===== config.mk =====
export PLATFORM = sky130hd
export DESIGN_NAME = dfc_top
export DESIGN_NICKNAME = d
export VERILOG_FILES = /design/src/include/dfc_pkg.sv /design/src/design/dfc_interval.sv /design/src/design/dfc_top.sv
export SDC_FILE = /design/constraint.sdc
export NUM_CORES = 1
export LEC_CHECK = 0
export ABC_CLOCK_PERIOD_IN_PS = 3900
export BUFFER_PORTS_ARGS = -buffer_cell sky130_fd_sc_hd__buf_4
export CAP_MARGIN = 20
export CORE_MARGIN = 2
export CORE_UTILIZATION = 28
export CTS_CLUSTER_DIAMETER = 200
export CTS_CLUSTER_SIZE = 20
export DETAILED_ROUTE_END_ITERATION = 8
export PLACE_DENSITY = 0.49
export SLEW_MARGIN = 40
export SYNTH_ARGS = -nofsm -noshare
export SYNTH_HDL_FRONTEND = slang
export SYNTH_HIERARCHICAL = 1
export SYNTH_SLANG_ARGS = --single-unit

===== constraint.sdc =====
create_clock -name clk_in -period 3.9 [get_ports clk_in]
set_input_delay 0.39 -clock clk_in [delete_from_list [all_inputs] [get_ports clk_in]]
set_output_delay 0.39 -clock clk_in [all_outputs]
set_load 0.03 [all_outputs]

===== src/include/dfc_pkg.sv =====
// Constants, types and helpers shared by the dynamic fan floor control block
// Operation
// - Every bit of dynamic floor control register 1 reads zero after reset.
// - Bit 0 of that register is the top bit of the three-bit far 2 interval code, the low two sit in register 2.
// - The three-bit interval code sets, in monitoring cycles, the wait between floor adjustments of its channel.
// - Code 000 gives a decrease wait of 8 cycles doubling per step to 1024, the increase wait being twice that.
// - With the core voltage low option set, standby supply and core voltage below its limit, status bit 1 sets.
// - In that same condition processor hot monitoring stops and shutdown entry is blocked.
// - With bit 2 set the far 1 temperature is copied to its operating point when the overtemp pin asserts.
// - With bit 3 set the local temperature is copied to its operating point when the overtemp pin asserts.
// - With bit 4 set the far 2 temperature is copied to its operating point when the overtemp pin asserts.
// - With a capture bit clear the overtemp pin is ignored and that operating point keeps its programmed value.
// - The far 1, local and far 2 operating points sit at 0x8B, 0x8C and 0x8D and reset to 0x64.
// - Bits 5, 6 and 7 enable dynamic floor adjustment on the far 1, local and far 2 channels.
// - With a dynamic enable clear the channel makes no floor adjustments and runs plain automatic control.
// - Once the configuration lock bit is set, writes to these registers are discarded.
package dfc_pkg;
  localparam int unsigned CLK_HZ = 50_000_000;
  localparam int unsigned MON_CYCLE_MS = 125;
  localparam int unsigned MON_CYCLE_CLKS = (CLK_HZ / 1000) * MON_CYCLE_MS;

  localparam int unsigned ADDR_W = 10;
  localparam int unsigned CNT_W = 12;

  localparam logic [7:0] IDX_CFG1 = 8'h40;
  localparam logic [7:0] IDX_CORE_LOW = 8'h46;
  localparam logic [7:0] IDX_OP_FAR1 = 8'h8b;
  localparam logic [7:0] IDX_OP_LOCAL = 8'h8c;
  localparam logic [7:0] IDX_OP_FAR2 = 8'h8d;
  localparam logic [7:0] IDX_DYN1 = 8'h8e;
  localparam logic [7:0] IDX_DYN2 = 8'h8f;
  localparam logic [7:0] IDX_IRQ_STAT = 8'h90;
  localparam logic [7:0] IDX_IRQ_MASK = 8'h91;

  localparam logic [7:0] RST_DYN = 8'h00;
  localparam logic [7:0] RST_OP = 8'h64;
  localparam logic [7:0] RST_CORE_LOW = 8'h00;
  localparam logic [1:0] RST_IRQ = 2'h0;

  localparam int unsigned CFG1_LOCK = 0;
  localparam int unsigned DYN1_FAR2_MSB = 0;
  localparam int unsigned DYN1_CORE_LOW = 1;
  localparam int unsigned DYN1_CAP_FAR1 = 2;
  localparam int unsigned DYN1_CAP_LOCAL = 3;
  localparam int unsigned DYN1_CAP_FAR2 = 4;
  localparam int unsigned DYN1_EN_FAR1 = 5;
  localparam int unsigned DYN1_EN_LOCAL = 6;
  localparam int unsigned DYN1_EN_FAR2 = 7;
  localparam int unsigned IRQ_CAPTURE = 0;
  localparam int unsigned IRQ_CORE_LOW = 1;

  localparam logic [CNT_W-1:0] DEC_BASE = 12'h008;

  typedef struct packed {
    logic [7:0] far2;
    logic [7:0] loc;
    logic [7:0] far1;
  } dfc_temps_t;

  typedef enum logic [1:0] {
    BUS_IDLE = 2'b00,
    BUS_WRITE = 2'b01,
    BUS_RWAIT = 2'b10,
    BUS_RDONE = 2'b11
  } dfc_bus_state_t;

  function automatic logic [ADDR_W-1:0] reg_addr(input logic [7:0] idx);
    reg_addr = {idx, 2'b00};
  endfunction

  function automatic logic [CNT_W-1:0] dec_interval(input logic [2:0] code);
    dec_interval = DEC_BASE << code;
  endfunction

  function automatic logic [CNT_W-1:0] inc_interval(input logic [2:0] code);
    inc_interval = dec_interval(code) << 1;
  endfunction
endpackage


===== src/design/dfc_interval.sv =====
// Per-channel floor adjustment pacing timer
`timescale 1ns/100ps
module dfc_interval
  import dfc_pkg::*;
(
  input wire logic clk_in,
  input wire logic sys_rst_in,
  input wire logic enable_in,
  input wire logic mon_tick_in,
  input wire logic [2:0] code_in,
  output logic dec_step_out,
  output logic inc_step_out
);
  logic [CNT_W-1:0] cnt_reg, cnt_next;
  logic dec_reg, dec_next, inc_reg, inc_next;
  logic [CNT_W-1:0] cnt_plus;

  always_comb begin
    cnt_plus = cnt_reg + 12'h001;
    cnt_next = cnt_reg;
    dec_next = 1'b0;
    inc_next = 1'b0;
    if (!enable_in) begin
      cnt_next = '0;
    end else if (mon_tick_in) begin
      cnt_next = cnt_plus;
      if (cnt_plus >= inc_interval(code_in)) begin
        cnt_next = '0;
        inc_next = 1'b1;
        dec_next = 1'b1;
      end else if (cnt_plus == dec_interval(code_in)) begin
        dec_next = 1'b1;
      end
    end
  end

  always_ff @(posedge clk_in) begin
    if (sys_rst_in) begin
      cnt_reg <= '0;
      dec_reg <= 1'b0;
      inc_reg <= 1'b0;
    end else begin
      cnt_reg <= cnt_next;
      dec_reg <= dec_next;
      inc_reg <= inc_next;
    end
  end

  assign dec_step_out = dec_reg;
  assign inc_step_out = inc_reg;
endmodule


===== src/design/dfc_top.sv =====
// Dynamic fan floor control registers with AHB-Lite slave
`timescale 1ns/100ps
module dfc_top
  import dfc_pkg::*;
#(
  parameter int unsigned MON_CLKS = MON_CYCLE_CLKS
)(
  input wire logic clk_in,
  input wire logic sys_rst_in,
  input wire logic hsel_in,
  input wire logic [31:0] haddr_in,
  input wire logic [1:0] htrans_in,
  input wire logic hwrite_in,
  input wire logic [2:0] hsize_in,
  input wire logic [31:0] hwdata_in,
  input wire logic hready_in,
  output logic [31:0] hrdata_out,
  output logic hreadyout_out,
  output logic hresp_out,
  input wire logic [23:0] temps_in,
  input wire logic temps_valid_in,
  input wire logic overtemp_pin_n_in,
  input wire logic standby_supply_in,
  input wire logic [7:0] core_voltage_in,
  output logic [23:0] op_points_out,
  output logic [2:0] dynamic_enable_out,
  output logic [2:0] dec_step_out,
  output logic [2:0] inc_step_out,
  output logic processor_hot_monitor_en_out,
  output logic shutdown_block_out,
  output logic irq_out
);
  // Refused at elaboration; a zero count would never tick
  if (MON_CLKS < 2) begin : g_mon_check
    $error("MON_CLKS must be at least 2");
  end

  dfc_bus_state_t bus_reg, bus_next;
  logic [7:0] idx_reg, idx_next;
  logic [31:0] rdata_reg, rdata_next;
  logic [7:0] dyn1_reg, dyn1_next, dyn2_reg, dyn2_next, low_reg, low_next;
  dfc_temps_t op_reg, op_next, meas_reg, meas_next;
  logic lock_reg, lock_next;
  logic [1:0] stat_reg, stat_next, mask_reg, mask_next;
  logic ot_d_reg, ot_d_next;
  logic [31:0] mon_cnt_reg, mon_cnt_next;
  logic mon_tick;
  logic addr_ok, ot_rise, core_low, wr_en, wr_open;
  logic [7:0] wbyte;
  logic [7:0] rd_byte;
  logic [2:0] far2_code;

  // Bus front end: reads take one wait state so a just-written value is seen
  assign addr_ok = hsel_in && hready_in && htrans_in[1];

  always_comb begin
    bus_next = BUS_IDLE;
    idx_next = idx_reg;
    if (addr_ok) begin
      idx_next = haddr_in[9:2];
      bus_next = hwrite_in ? BUS_WRITE : BUS_RWAIT;
    end
    if (bus_reg == BUS_RWAIT) begin
      bus_next = BUS_RDONE;
      idx_next = idx_reg;
    end
  end

  always_comb begin
    case (idx_reg)
      IDX_CFG1: rd_byte = {7'h00, lock_reg};
      IDX_CORE_LOW: rd_byte = low_reg;
      IDX_OP_FAR1: rd_byte = op_reg.far1;
      IDX_OP_LOCAL: rd_byte = op_reg.loc;
      IDX_OP_FAR2: rd_byte = op_reg.far2;
      IDX_DYN1: rd_byte = dyn1_reg;
      IDX_DYN2: rd_byte = dyn2_reg;
      IDX_IRQ_STAT: rd_byte = {6'h00, stat_reg};
      IDX_IRQ_MASK: rd_byte = {6'h00, mask_reg};
      default: rd_byte = 8'h00;
    endcase
    rdata_next = rdata_reg;
    if (bus_reg == BUS_RWAIT) begin
      rdata_next = {24'h000000, rd_byte};
    end
  end

  assign hreadyout_out = (bus_reg != BUS_RWAIT);
  assign hresp_out = 1'b0;
  assign hrdata_out = rdata_reg;

  always_ff @(posedge clk_in) begin
    if (sys_rst_in) begin
      bus_reg <= BUS_IDLE;
      idx_reg <= 8'h00;
      rdata_reg <= 32'h00000000;
    end else begin
      bus_reg <= bus_next;
      idx_reg <= idx_next;
      rdata_reg <= rdata_next;
    end
  end

  // Monitoring cycle pacing and measurement tracking
  assign mon_tick = (mon_cnt_reg == MON_CLKS - 1);
  assign ot_rise = !overtemp_pin_n_in && ot_d_reg;
  assign core_low = dyn1_reg[DYN1_CORE_LOW] && standby_supply_in && (core_voltage_in < low_reg);

  always_comb begin
    mon_cnt_next = mon_tick ? 32'h00000000 : mon_cnt_reg + 32'h00000001;
    ot_d_next = overtemp_pin_n_in;
    meas_next = meas_reg;
    if (temps_valid_in) begin
      meas_next = dfc_temps_t'(temps_in);
    end
  end

  // Register file; lock only gates the floor control group
  assign wr_en = (bus_reg == BUS_WRITE);
  assign wr_open = wr_en && !lock_reg;
  assign wbyte = hwdata_in[7:0];

  always_comb begin
    dyn1_next = dyn1_reg;
    dyn2_next = dyn2_reg;
    low_next = low_reg;
    op_next = op_reg;
    lock_next = lock_reg;
    mask_next = mask_reg;
    stat_next = stat_reg;
    if (wr_open) begin
      case (idx_reg)
        IDX_CORE_LOW: low_next = wbyte;
        IDX_OP_FAR1: op_next.far1 = wbyte;
        IDX_OP_LOCAL: op_next.loc = wbyte;
        IDX_OP_FAR2: op_next.far2 = wbyte;
        IDX_DYN1: dyn1_next = wbyte;
        IDX_DYN2: dyn2_next = wbyte;
        IDX_CFG1: lock_next = wbyte[CFG1_LOCK];
        default: lock_next = lock_reg;
      endcase
    end
    if (wr_en && idx_reg == IDX_IRQ_MASK) begin
      mask_next = wbyte[1:0];
    end
    if (wr_en && idx_reg == IDX_IRQ_STAT) begin
      stat_next = stat_reg & ~wbyte[1:0];
    end
    // Captures and status sets come last so they beat a same-cycle write
    if (ot_rise && dyn1_reg[DYN1_CAP_FAR1]) begin
      op_next.far1 = meas_reg.far1;
    end
    if (ot_rise && dyn1_reg[DYN1_CAP_LOCAL]) begin
      op_next.loc = meas_reg.loc;
    end
    if (ot_rise && dyn1_reg[DYN1_CAP_FAR2]) begin
      op_next.far2 = meas_reg.far2;
    end
    if (ot_rise && |dyn1_reg[DYN1_CAP_FAR2:DYN1_CAP_FAR1]) begin
      stat_next[IRQ_CAPTURE] = 1'b1;
    end
    if (core_low) begin
      stat_next[IRQ_CORE_LOW] = 1'b1;
    end
  end

  always_ff @(posedge clk_in) begin
    if (sys_rst_in) begin
      dyn1_reg <= RST_DYN;
      dyn2_reg <= RST_DYN;
      low_reg <= RST_CORE_LOW;
      op_reg <= {RST_OP, RST_OP, RST_OP};
      lock_reg <= 1'b0;
      mask_reg <= RST_IRQ;
      stat_reg <= RST_IRQ;
      meas_reg <= '0;
      ot_d_reg <= 1'b1;
      mon_cnt_reg <= 32'h00000000;
    end else begin
      dyn1_reg <= dyn1_next;
      dyn2_reg <= dyn2_next;
      low_reg <= low_next;
      op_reg <= op_next;
      lock_reg <= lock_next;
      mask_reg <= mask_next;
      stat_reg <= stat_next;
      meas_reg <= meas_next;
      ot_d_reg <= ot_d_next;
      mon_cnt_reg <= mon_cnt_next;
    end
  end

  // Outputs; the alert is the masked status, so it is enabled by a mask bit
  assign irq_out = |(stat_reg & mask_reg);
  assign processor_hot_monitor_en_out = !core_low;
  assign shutdown_block_out = core_low;
  assign op_points_out = op_reg;
  assign dynamic_enable_out = dyn1_reg[DYN1_EN_FAR2:DYN1_EN_FAR1];
  assign far2_code = {dyn1_reg[DYN1_FAR2_MSB], dyn2_reg[7:6]};

  dfc_interval u_far1 (
    .clk_in(clk_in),
    .sys_rst_in(sys_rst_in),
    .enable_in(dyn1_reg[DYN1_EN_FAR1]),
    .mon_tick_in(mon_tick),
    .code_in(dyn2_reg[2:0]),
    .dec_step_out(dec_step_out[0]),
    .inc_step_out(inc_step_out[0])
  );
  dfc_interval u_local (
    .clk_in(clk_in),
    .sys_rst_in(sys_rst_in),
    .enable_in(dyn1_reg[DYN1_EN_LOCAL]),
    .mon_tick_in(mon_tick),
    .code_in(dyn2_reg[5:3]),
    .dec_step_out(dec_step_out[1]),
    .inc_step_out(inc_step_out[1])
  );
  dfc_interval u_far2 (
    .clk_in(clk_in),
    .sys_rst_in(sys_rst_in),
    .enable_in(dyn1_reg[DYN1_EN_FAR2]),
    .mon_tick_in(mon_tick),
    .code_in(far2_code),
    .dec_step_out(dec_step_out[2]),
    .inc_step_out(inc_step_out[2])
  );
endmodule


==> results_dict.tcl, run 1 <==
set metrics [dict create \
    cts-resized-gates 0 \
    die_area_sq_um 37460 \
    drc 0 \
    core_sq_um 35480 \
    setup.worst_path.end_class "flop" \
    via_per_inst 4.899 \
    areaGrowthSynthToFinish_pct 15.17 \
    path_cells "ha_1 > and3_1 > nand3_1 > nor2_1 > xor2_1 > ha_1 > o211ai_1 > o21ai_0 > a21oi_2 > nor4b_4 > a31o_1" \
    numClockSinks 170 \
    first_iter_violations 466 \
    tightest_slew_ps 779.3 \
    gr-usage-all-layers 0.1415 \
    antennaDiodeCount 0 \
    dp_slack_ps 722.3 \
    grt_max_degree 69 \
    skew_ps 8.923 \
    dp_hpwl_um 18990 \
    ys_ff_latch 170 \
    min_path_type "in -> reg" \
    reg2reg_depth 11 \
    rsz0062_at_grt "no" \
    layout_commonest_cell "dfxtp_1" \
    leakage_nw 4.188 \
    cts.hold.buffers_added 0 \
    rows 69 \
    seqCellArea_sq_um 3403 \
    maxSlewHeadroom 0.4804 \
    initial_core_util 0.2835 \
    instances_no_fill 1668 \
    start_kind "flop" \
    cap_violations 0 \
    dr.pass1.iters 6 \
    cts_tree "done" \
    path_clk_slew_ps 70 \
    drtAntennaViolNets 0 \
    critPathKind "reg -> reg" \
    grt_pass1_wl_um 42840 \
    wl_um 26560 \
    critPathMaxStageDelay_ps 660 \
    die_h_um 193.5 \
    p_total_mw 3.839 \
    syn-cell-area_sq_um 10060 \
    setup_viol 0 \
    ios 179 \
    cp_top_family "compound AO/OA/AOI/OAI gates" \
    die_x_um 193.5 \
    synth_edf_count 0 \
    fillers 3703 \
    fin_area_sq_um 11590 \
    htreeDepth 4 \
    clock-root-buffer "clkbuf_16" \
    hold_ws_ps 150.4 \
    syn_inst 1133 \
    yosys_most_used_dff "dfxtp_1" \
    synthArstFlopShare 0 \
    layout_worst_path_cycle_share 0.8078 \
    final_core_util 0.3265 \
    path_max_fanout 13 \
    hold_viol_final 0 \
    cpMostUsedCell "ha_1" \
    fin_setup_tns_ps 0 \
    status "complete, no violations" \
    grt_pass1_vias 7650 \
    nNetsFinal 1338 \
    cp_num_buf_inv 0 \
    numPortBuffers 101 \
    cp.arrival_ps 3480 \
    wl_per_cell_um 15.92 \
    worst_path_max_delay_cell "a21oi_2" \
    critPathRequiredTime_ps 4230 \
    clock_tree.buffer_depth 2 \
    placed_area_sq_um 10940 \
    postCtsSetupBuffers 0 \
    synthDistinctLibCells 84 \
    powerDensity_nw_per_um2 331.3 \
    min_period_ps 3151 \
    numCtsBuffers 17 \
    vias 8171 \
    largest_reg_flops 32 \
    multi_input_area_sq_um 6025 \
    place_congestion 0.8218 \
    clock_latency_ps 440 \
    cp.depth 11 \
    finalMaxSlewViolations 0 \
    max_freq_mhz 317.4 \
    final_cell_mix "170 x dfxtp_1, 127 x nor2_1, 112 x buf_4, 86 x nand2_1, 58 x a21oi_1" \
    dp.cells 1636 \
    antenna_found_initial 0 \
    synth.avg_cell_area_sq_um 8.879 \
    grt-ovfl-total 0 \
    min_path_cells 2 \
    drive_gt1_frac 0.1848 \
    post-route-worst-setup-slack_ps 749.5 \
    ys_seq_area_frac 0.3383 \
    ir_drop_uv 233.8 \
    yosys_warnings 6 \
]
-- cells by family after synthesis --
logic type | after synthesis | share of synthesized area
simple gates | 477 | 0.2631
compound gates | 184 | 0.1285
flops | 170 | 0.3383
buf+inv | 116 | 0.07351
xor+xnor | 79 | 0.07102
mux | 71 | 0.08172
fa+ha+maj | 35 | 0.04353
other cells | 1 | 0.0003728
-- Yosys cell counts (5+ instances only) --
| master | instances | area (sq um) |
|---|---|---|
| mux4_2 | 8 | 180.2 |
| o21ai_0 | 31 | 155.2 |
| o22ai_1 | 12 | 75.07 |
| nand3b_1 | 17 | 127.6 |
| mux2i_1 | 54 | 540.5 |
| or3_1 | 7 | 43.79 |
| nor3_1 | 11 | 55.05 |
| nand2b_1 | 42 | 262.8 |
| a21oi_1 | 59 | 295.3 |
| buf_2 | 14 | 70.07 |
| a311oi_2 | 10 | 150.1 |
| a221oi_1 | 6 | 52.55 |
| buf_6 | 10 | 112.6 |
| nor2_1 | 128 | 480.5 |
| o211ai_1 | 15 | 112.6 |
| xnor2_1 | 32 | 280.3 |
| nand3_2 | 5 | 50.05 |
| inv_1 | 20 | 75.07 |
| xor2_1 | 44 | 385.4 |
| and4_1 | 6 | 52.55 |
| mux2_2 | 9 | 101.4 |
| clkbuf_1 | 28 | 105.1 |
| nor4_1 | 11 | 68.82 |
| nand2_1 | 86 | 322.8 |
| nand3_1 | 57 | 285.3 |
| clkbuf_8 | 8 | 110.1 |
| nand4_1 | 23 | 143.9 |
| buf_4 | 31 | 232.7 |
| nor3b_1 | 6 | 45.04 |
| and3_1 | 16 | 100.1 |
| ha_1 | 35 | 437.9 |
| nor3_2 | 6 | 60.06 |
| dfxtp_1 | 170 | 3403 |
| nor2b_1 | 17 | 106.4 |
| a311oi_1 | 5 | 43.79 |
-- where the power goes --
part	total (mW)	leakage (nW)	internal, mW	switching [mW]
clock	1.86	0.312	1.06	0.802
combinational	0.204	2.50	0.0802	0.124
sequential	1.78	1.38	1.76	0.0195
-- layout make-up --
cell class                 count  share of cell area
clock buffer                  18             0.03790
clock inverter                14             0.01749
inverter                      21            0.006803
multi-input combinational    871              0.5200
sequential                   170              0.2937
tap                          461             0.04978
timing repair buffer         113             0.07430
-- per-layer routing --
layer / part of all wire / track usage
met1: 0.50 / 0.2031
met2: 0.44 / 0.2128
met3: 0.042 / 0.02702
met5: 0 / 0
met4: 0.016 / 0.04411
-- final timing paths --
check / slack, ps / endpoint / startpoint
worst max register to register: 750 / u_far2/dec_step_out$_SDFF_PP0_ / u_far2/cnt_reg[0]$_SDFFE_PP0P_
worst max-delay path: 750 / u_far2/dec_step_out$_SDFF_PP0_ / u_far2/cnt_reg[0]$_SDFFE_PP0P_
worst min register to register: 460 / mon_cnt_reg[0]$_SDFF_PP0_ / mon_cnt_reg[0]$_SDFF_PP0_
worst min-delay path: 150 / ot_d_reg$_SDFF_PP1_ / overtemp_pin_n_in
Note: power is estimated with default switching activity, not from simulation.
==> run 2: changes to the inputs <==
--- a/config.mk
+++ b/config.mk
@@ -5,7 +5,7 @@
 export SDC_FILE = /design/constraint.sdc
 export NUM_CORES = 1
 export LEC_CHECK = 0
-export ABC_CLOCK_PERIOD_IN_PS = 3900
+export ABC_CLOCK_PERIOD_IN_PS = 2500
 export BUFFER_PORTS_ARGS = -buffer_cell sky130_fd_sc_hd__buf_4
 export CAP_MARGIN = 20
 export CORE_MARGIN = 2
@@ -13,7 +13,7 @@
 export CTS_CLUSTER_DIAMETER = 200
 export CTS_CLUSTER_SIZE = 20
 export DETAILED_ROUTE_END_ITERATION = 8
-export PLACE_DENSITY = 0.49
+export PLACE_DENSITY = 0.5
 export SLEW_MARGIN = 40
 export SYNTH_ARGS = -nofsm -noshare
 export SYNTH_HDL_FRONTEND = slang
==> constraint.sdc (replaced) <==
create_clock -name clk_in -period 2.5 [get_ports clk_in]
set_input_delay 0.25 -clock clk_in [delete_from_list [all_inputs] [get_ports clk_in]]
set_output_delay 0.25 -clock clk_in [all_outputs]
set_load 0.03 [all_outputs]
==> run 2 against run 1 <==
Compared with the run above:
- first-iteration DRC count increased by 0.21%
- via count increased by 4.8%
- die area unchanged
- combinational power increased by 64%
- critical endpoint is now u_local/cnt_reg[0]$_SDFFE_PP0P_
- clock skew about the same
- count of clock-buffer cells in the layout increased by 5
- sequential cell count unchanged
- setup slack got worse by 740 ps
- design area increased by 11%
- final cell count increased by 6.8%
==> results_dict.tcl, run 2 (same netlist as run 1, synthesis figures left out) <==
set metrics [dict create \
    cp.arrival_ps 2860 \
    fillers 3586 \
    r2r_end "u_local/cnt_reg[0]$_SDFFE_PP0P_" \
    p_clk_frac 0.456 \
    numClockSinks 170 \
    endpoint "u_local/cnt_reg[0]$_SDFFE_PP0P_" \
    top_usage_layer "met2" \
    layout_worst_path_cycle_share 0.9975 \
    die_x_um 193.5 \
    cap_violations 0 \
    grt_pass1_wl_um 45170 \
    skew_ps 8.476 \
    ios 179 \
    antenna_found_initial 0 \
    hold_viol_final 0 \
    placed_area_sq_um 11860 \
    multi_input_area_sq_um 6339 \
    status "complete, no violations" \
    path_max_fanout 7 \
    cts_tree "done" \
    htreeDepth 4 \
    via_per_inst 4.806 \
    die_area_sq_um 37460 \
    drive_gt1_frac 0.2930 \
    wl_um 28060 \
    drtAntennaViolNets 0 \
    dp.cells 1741 \
    grt_pass1_vias 8272 \
    grt-ovfl-total 0 \
    place_congestion 0.8325 \
    wl_per_cell_um 15.75 \
    p_sw_frac 0.2405 \
    finalMaxSlewViolations 0 \
    tightest_slew_ps 669.3 \
    start_kind "flop" \
    grt_use_met3 0.03016 \
    gr-usage-all-layers 0.1486 \
    drc 0 \
    hold_ws_ps 37.25 \
    vias 8564 \
    min_path_type "in -> reg" \
    leakage_nw 4.933 \
    internal_power_mw 4.326 \
    min_period_ps 2494 \
    clock-root-buffer "clkbuf_16" \
    numPortBuffers 101 \
    areaGrowthSynthToFinish_pct 27.80 \
    dp_hpwl_um 20590 \
    clock_latency_ps 450 \
    setup.worst_path.end_class "flop" \
    dr.pass1.iters 5 \
    nNetsFinal 1452 \
    initial_core_util 0.2835 \
    numCtsBuffers 17 \
    clock_tree.buffer_depth 2 \
    met1_usage 0.2033 \
    grt_max_degree 63 \
    rows 69 \
    final_cell_mix "212 x buf_4, 155 x dfxtp_1, 124 x nor2_1, 84 x nand2_1, 55 x a21oi_1" \
    reg2reg_depth 12 \
    maxSlewHeadroom 0.5422 \
    rr_startpoint "u_local/cnt_reg[3]$_SDFFE_PP0P_" \
    seqCellArea_sq_um 3432 \
    rsz0062_at_grt "yes" \
    setup_viol 0 \
    ir_drop_uv 513.6 \
    largest_reg_flops 32 \
    combinationalPowerShare 0.059 \
    p_switching_mw 1.370 \
    r2r_slack_ps 6 \
    max_freq_mhz 401.0 \
    fin_area_sq_um 12860 \
    powerDensity_nw_per_um2 443.0 \
    antennaDiodeCount 0 \
    core_sq_um 35480 \
    pwr-share-seq 0.485 \
    die_h_um 193.5 \
    critPathKind "reg -> reg" \
    gr-usage-met2 0.2348 \
    instances_no_fill 1782 \
    layout_commonest_cell "buf_4" \
    critPathRequiredTime_ps 2870 \
    crit_start "u_local/cnt_reg[3]$_SDFFE_PP0P_" \
    fin_setup_tns_ps 0 \
    path_clk_slew_ps 70 \
    first_iter_violations 467 \
]
==> run 2: area by class of cell <==
cell class                      count  share of cell area
Multi-Input combinational cell    871              0.4930
Timing Repair Buffer              227              0.1449
Tap cell                          461             0.04487
Clock inverter                      9            0.006910
Sequential cell                   170              0.2670
Inverter                           21            0.006131
Clock buffer                       23             0.03718
==> run 2: critical path: stages, from the launching register on <==
cell	delay (ps)
dfxtp_2	330
nand4_1	220
buf_4	230
nor3_4	130
xor2_2	250
ha_4	250
a211oi_2	230
o21ai_2	100
o21ai_4	210
buf_12	130
buf_16	120
nand3b_2	70
a21oi_1	120
==> run 2: how the worst min path moves through the flow <==
stage / slack (ps) / endpoint / start / cells after the start
after floorplan: 360 / ot_d_reg$_SDFF_PP1_ / overtemp_pin_n_in / 1
final: 40 / meas_reg[3]$_SDFFE_PP0P_ / temps_in[3] / 3
after detailed placement: 450 / mon_cnt_reg[0]$_SDFF_PP0_ / mon_cnt_reg[0]$_SDFF_PP0_ / 1
after global routing: 30 / meas_reg[0]$_SDFFE_PP0P_ / temps_in[0] / 3
after global placement: 440 / mon_cnt_reg[0]$_SDFF_PP0_ / mon_cnt_reg[0]$_SDFF_PP0_ / 1
after CTS: 20 / meas_reg[1]$_SDFFE_PP0P_ / temps_in[1] / 3
==> run 2: what timing repair did <==
item / CTS / global route
setup endpoints to repair: 37 / 44
buffers inserted: 5 / 2
hold buffers: 1 / 0
endpoints found under the hold margin: 1 / 0
gates cloned: 1 / 1
resized for setup: 24 / 45
pin swaps: 13 / 44
==> run 2: power groups by stage <==
stage / clock (mW) / combinational (mW) / sequential [mW]
detailed placement: 0 / 0.335 / 2.83
global route: 2.78 / 0.364 / 2.76
global placement: 0 / 0.332 / 2.83
floorplan: 0 / 0.245 / 2.82
CTS: 2.69 / 0.337 / 2.76
finish: 2.60 / 0.335 / 2.76
==> run 2: per-layer routing <==
| layer | routed length [um] | share of wire |
|---|---|---|
| met1 | 13680 | 0.49 |
| met2 | 12880 | 0.46 |
| met3 | 1076 | 0.038 |
| met4 | 422 | 0.015 |
| met5 | 0 | 0 |
==> run 2: stage by stage <==
stage / utilization / total power [mW] / setup WS [ps]
floorplan: - / 3.064 / 24.70
global placement: 0.3341 / 3.159 / -269.0
global route: 0.3623 / 5.912 / -163.0
detailed placement: 0.3341 / 3.162 / -227.8
finish: 0.3623 / 5.696 / 6.254
CTS: 0.3555 / 5.793 / 1.577
==> run 3: changes to the inputs <==
--- a/config.mk
+++ b/config.mk
@@ -5,7 +5,7 @@
 export SDC_FILE = /design/constraint.sdc
 export NUM_CORES = 1
 export LEC_CHECK = 0
-export ABC_CLOCK_PERIOD_IN_PS = 2500
+export ABC_CLOCK_PERIOD_IN_PS = 2200
 export BUFFER_PORTS_ARGS = -buffer_cell sky130_fd_sc_hd__buf_4
 export CAP_MARGIN = 20
 export CORE_MARGIN = 2
==> constraint.sdc (replaced) <==
create_clock -name clk_in -period 2.2 [get_ports clk_in]
set_input_delay 0.22 -clock clk_in [delete_from_list [all_inputs] [get_ports clk_in]]
set_output_delay 0.22 -clock clk_in [all_outputs]
set_load 0.03 [all_outputs]
==> run 3 against run 2 <==
Compared with the run above:
- the flow now finishes with violations (negative setup slack)
- utilization is 3.5 points higher
- highest routed layer unchanged
- critical path depth stayed put
- setup slack worse by 240 ps
==> results_dict.tcl, run 3 (same netlist as run 1, synthesis figures left out) <==
set metrics [dict create \
    status "finished with violations" \
    violations "negative setup slack" \
    htreeDepth 4 \
    clock_latency_ps 440 \
    critPathKind "reg -> reg" \
    place_congestion 0.8058 \
    numCtsBuffers 17 \
    via_per_inst 4.833 \
    wl_um 29490 \
    path_clk_slew_ps 70 \
    numClockSinks 170 \
    layout_worst_path_cycle_share 1.106 \
    cpMostUsedCell "buf_6" \
    core_sq_um 35480 \
    leakage_nw 5.567 \
    gr-usage-all-layers 0.1515 \
    critPathRequiredTime_ps 2580 \
    min_period_ps 2434 \
    fillers 3474 \
    wl_per_cell_um 15.64 \
    post-route-worst-setup-slack_ps -233.9 \
    cts_tree "done" \
    worst_path_max_delay_cell "dfxtp_4" \
    drc 0 \
    clock_tree.buffer_depth 2 \
    drive_gt1_frac 0.3750 \
    dr.pass1.iters 5 \
    dp.cells 1816 \
    ir_drop_uv 465.2 \
    hold_viol_final 0 \
    maxSlewHeadroom 0.4968 \
    grt-ovfl-total 0 \
    skew_ps 13.44 \
    dp_hpwl_um 21130 \
    nNetsFinal 1556 \
    grt_pass1_wl_um 46040 \
    ios 179 \
    start_kind "flop" \
    antennaDiodeCount 0 \
    grt_max_degree 99 \
    cap_violations 0 \
    final_cell_mix "289 x buf_4, 143 x dfxtp_1, 120 x nor2_1, 82 x nand2_1, 54 x mux2i_1" \
    drtAntennaViolNets 0 \
    initial_core_util 0.2835 \
    cp.arrival_ps 2810 \
    grt_pass1_vias 8629 \
    path_cells "ha_4 > and3_4 > buf_6 > xor2_2 > ha_1 > nor3_2 > o21a_1 > o21ai_4 > a21oi_4 > buf_6 > nor4b_4 > a31o_1" \
    layout_commonest_cell "buf_4" \
    die_area_sq_um 37460 \
    die_h_um 193.5 \
    rsz0062_at_grt "yes" \
    p_total_mw 6.530 \
    critPathMaxStageDelay_ps 360 \
    instances_no_fill 1885 \
    max_freq_mhz 410.9 \
    tightest_slew_ps 754.8 \
    setup_viol 37 \
    first_iter_violations 437 \
    largest_reg_flops 32 \
    clock-root-buffer "clkbuf_16" \
    areaGrowthSynthToFinish_pct 40.09 \
    antenna_found_initial 0 \
    finalMaxSlewViolations 0 \
    rows 69 \
    numPortBuffers 101 \
    min_path_type "in -> reg" \
    powerDensity_nw_per_um2 463.4 \
    die_x_um 193.5 \
    path_max_fanout 4 \
    setup.worst_path.end_class "flop" \
    vias 9110 \
]
run 3: worst max-delay path: cells and delay by family, from the launching register on:
family,cells,cell delay (ps)
AND/OR/NAND/NOR,3,500
XOR/XNOR,1,140
adder cells (fa/ha/maj),2,450
AO/OA/AOI/OAI,4,670
flip-flops,1,360
buffers and inverters,2,260
run 3: power breakdown:
| part | internal (mW) | switching (mW) |
|---|---|---|
| Sequential | 3.10 | 0.0290 |
| Clock | 1.52 | 1.47 |
| Combinational | 0.181 | 0.235 |
| Total | 4.80 | 1.73 |
run 3: final timing paths:
kind	from	end	slack, ps	cells past startpoint
max	u_far2/cnt_reg[1]$_SDFFE_PP0P_	u_far2/dec_step_out$_SDFF_PP0_	-230	12
min	temps_in[7]	meas_reg[7]$_SDFFE_PP0P_	20	3
max reg2reg	u_far2/cnt_reg[1]$_SDFFE_PP0P_	u_far2/dec_step_out$_SDFF_PP0_	-230	12
min reg2reg	low_reg[5]$_SDFFE_PP0P_	low_reg[5]$_SDFFE_PP0P_	470	2
run 3: layout make-up:
cell class / count / area (sq um) / share of cell area
clock buffers: 17 / 425.4 / 0.03019
clock inverters: 14 / 145.1 / 0.01030
inverters: 21 / 82.58 / 0.005860
multi-input cells: 871 / 6664 / 0.4729
flip-flops and latches: 170 / 3462 / 0.2457
well taps: 461 / 576.8 / 0.04093
repair buffers: 331 / 2736 / 0.1942
run 3: repair_timing:
item	CTS	global route
hold buffers	14	0
pin swaps	35	46
endpoints found under the hold margin	14	0
buffers inserted	6	16
cloned	3	2
resized for setup	52	91
endpoints found under the setup margin	44	49
run 3: routing by layer:
| layer | part of all wire | vias to the layer above | routed length (um) | global-route usage |
|---|---|---|---|---|
| met5 | 0 | - | 0 | 0 |
| met4 | 0.012 | 0 | 354 | 0.04043 |
| met3 | 0.031 | 24 | 904 | 0.02406 |
| met2 | 0.48 | 147 | 14280 | 0.2526 |
| met1 | 0.47 | 4397 | 13950 | 0.2029 |
| li1 | - | 4542 | - | - |
run 3: stage by stage:
stage	util	hold WS (ps)	area, sq um	setup WS, ps	TNS [ps]
after global placement	0.3539	427.9	12560	-251.1	-6683
after CTS	0.3828	0.01005	13580	-238.0	-6721
final	0.3972	16.57	14090	-233.9	-5442
after global routing	0.3972	5.568	14090	-360.7	-10050
after floorplan	-	326.6	10390	-126.4	-3043
after detailed placement	0.3539	430.1	12560	-227.0	-7017
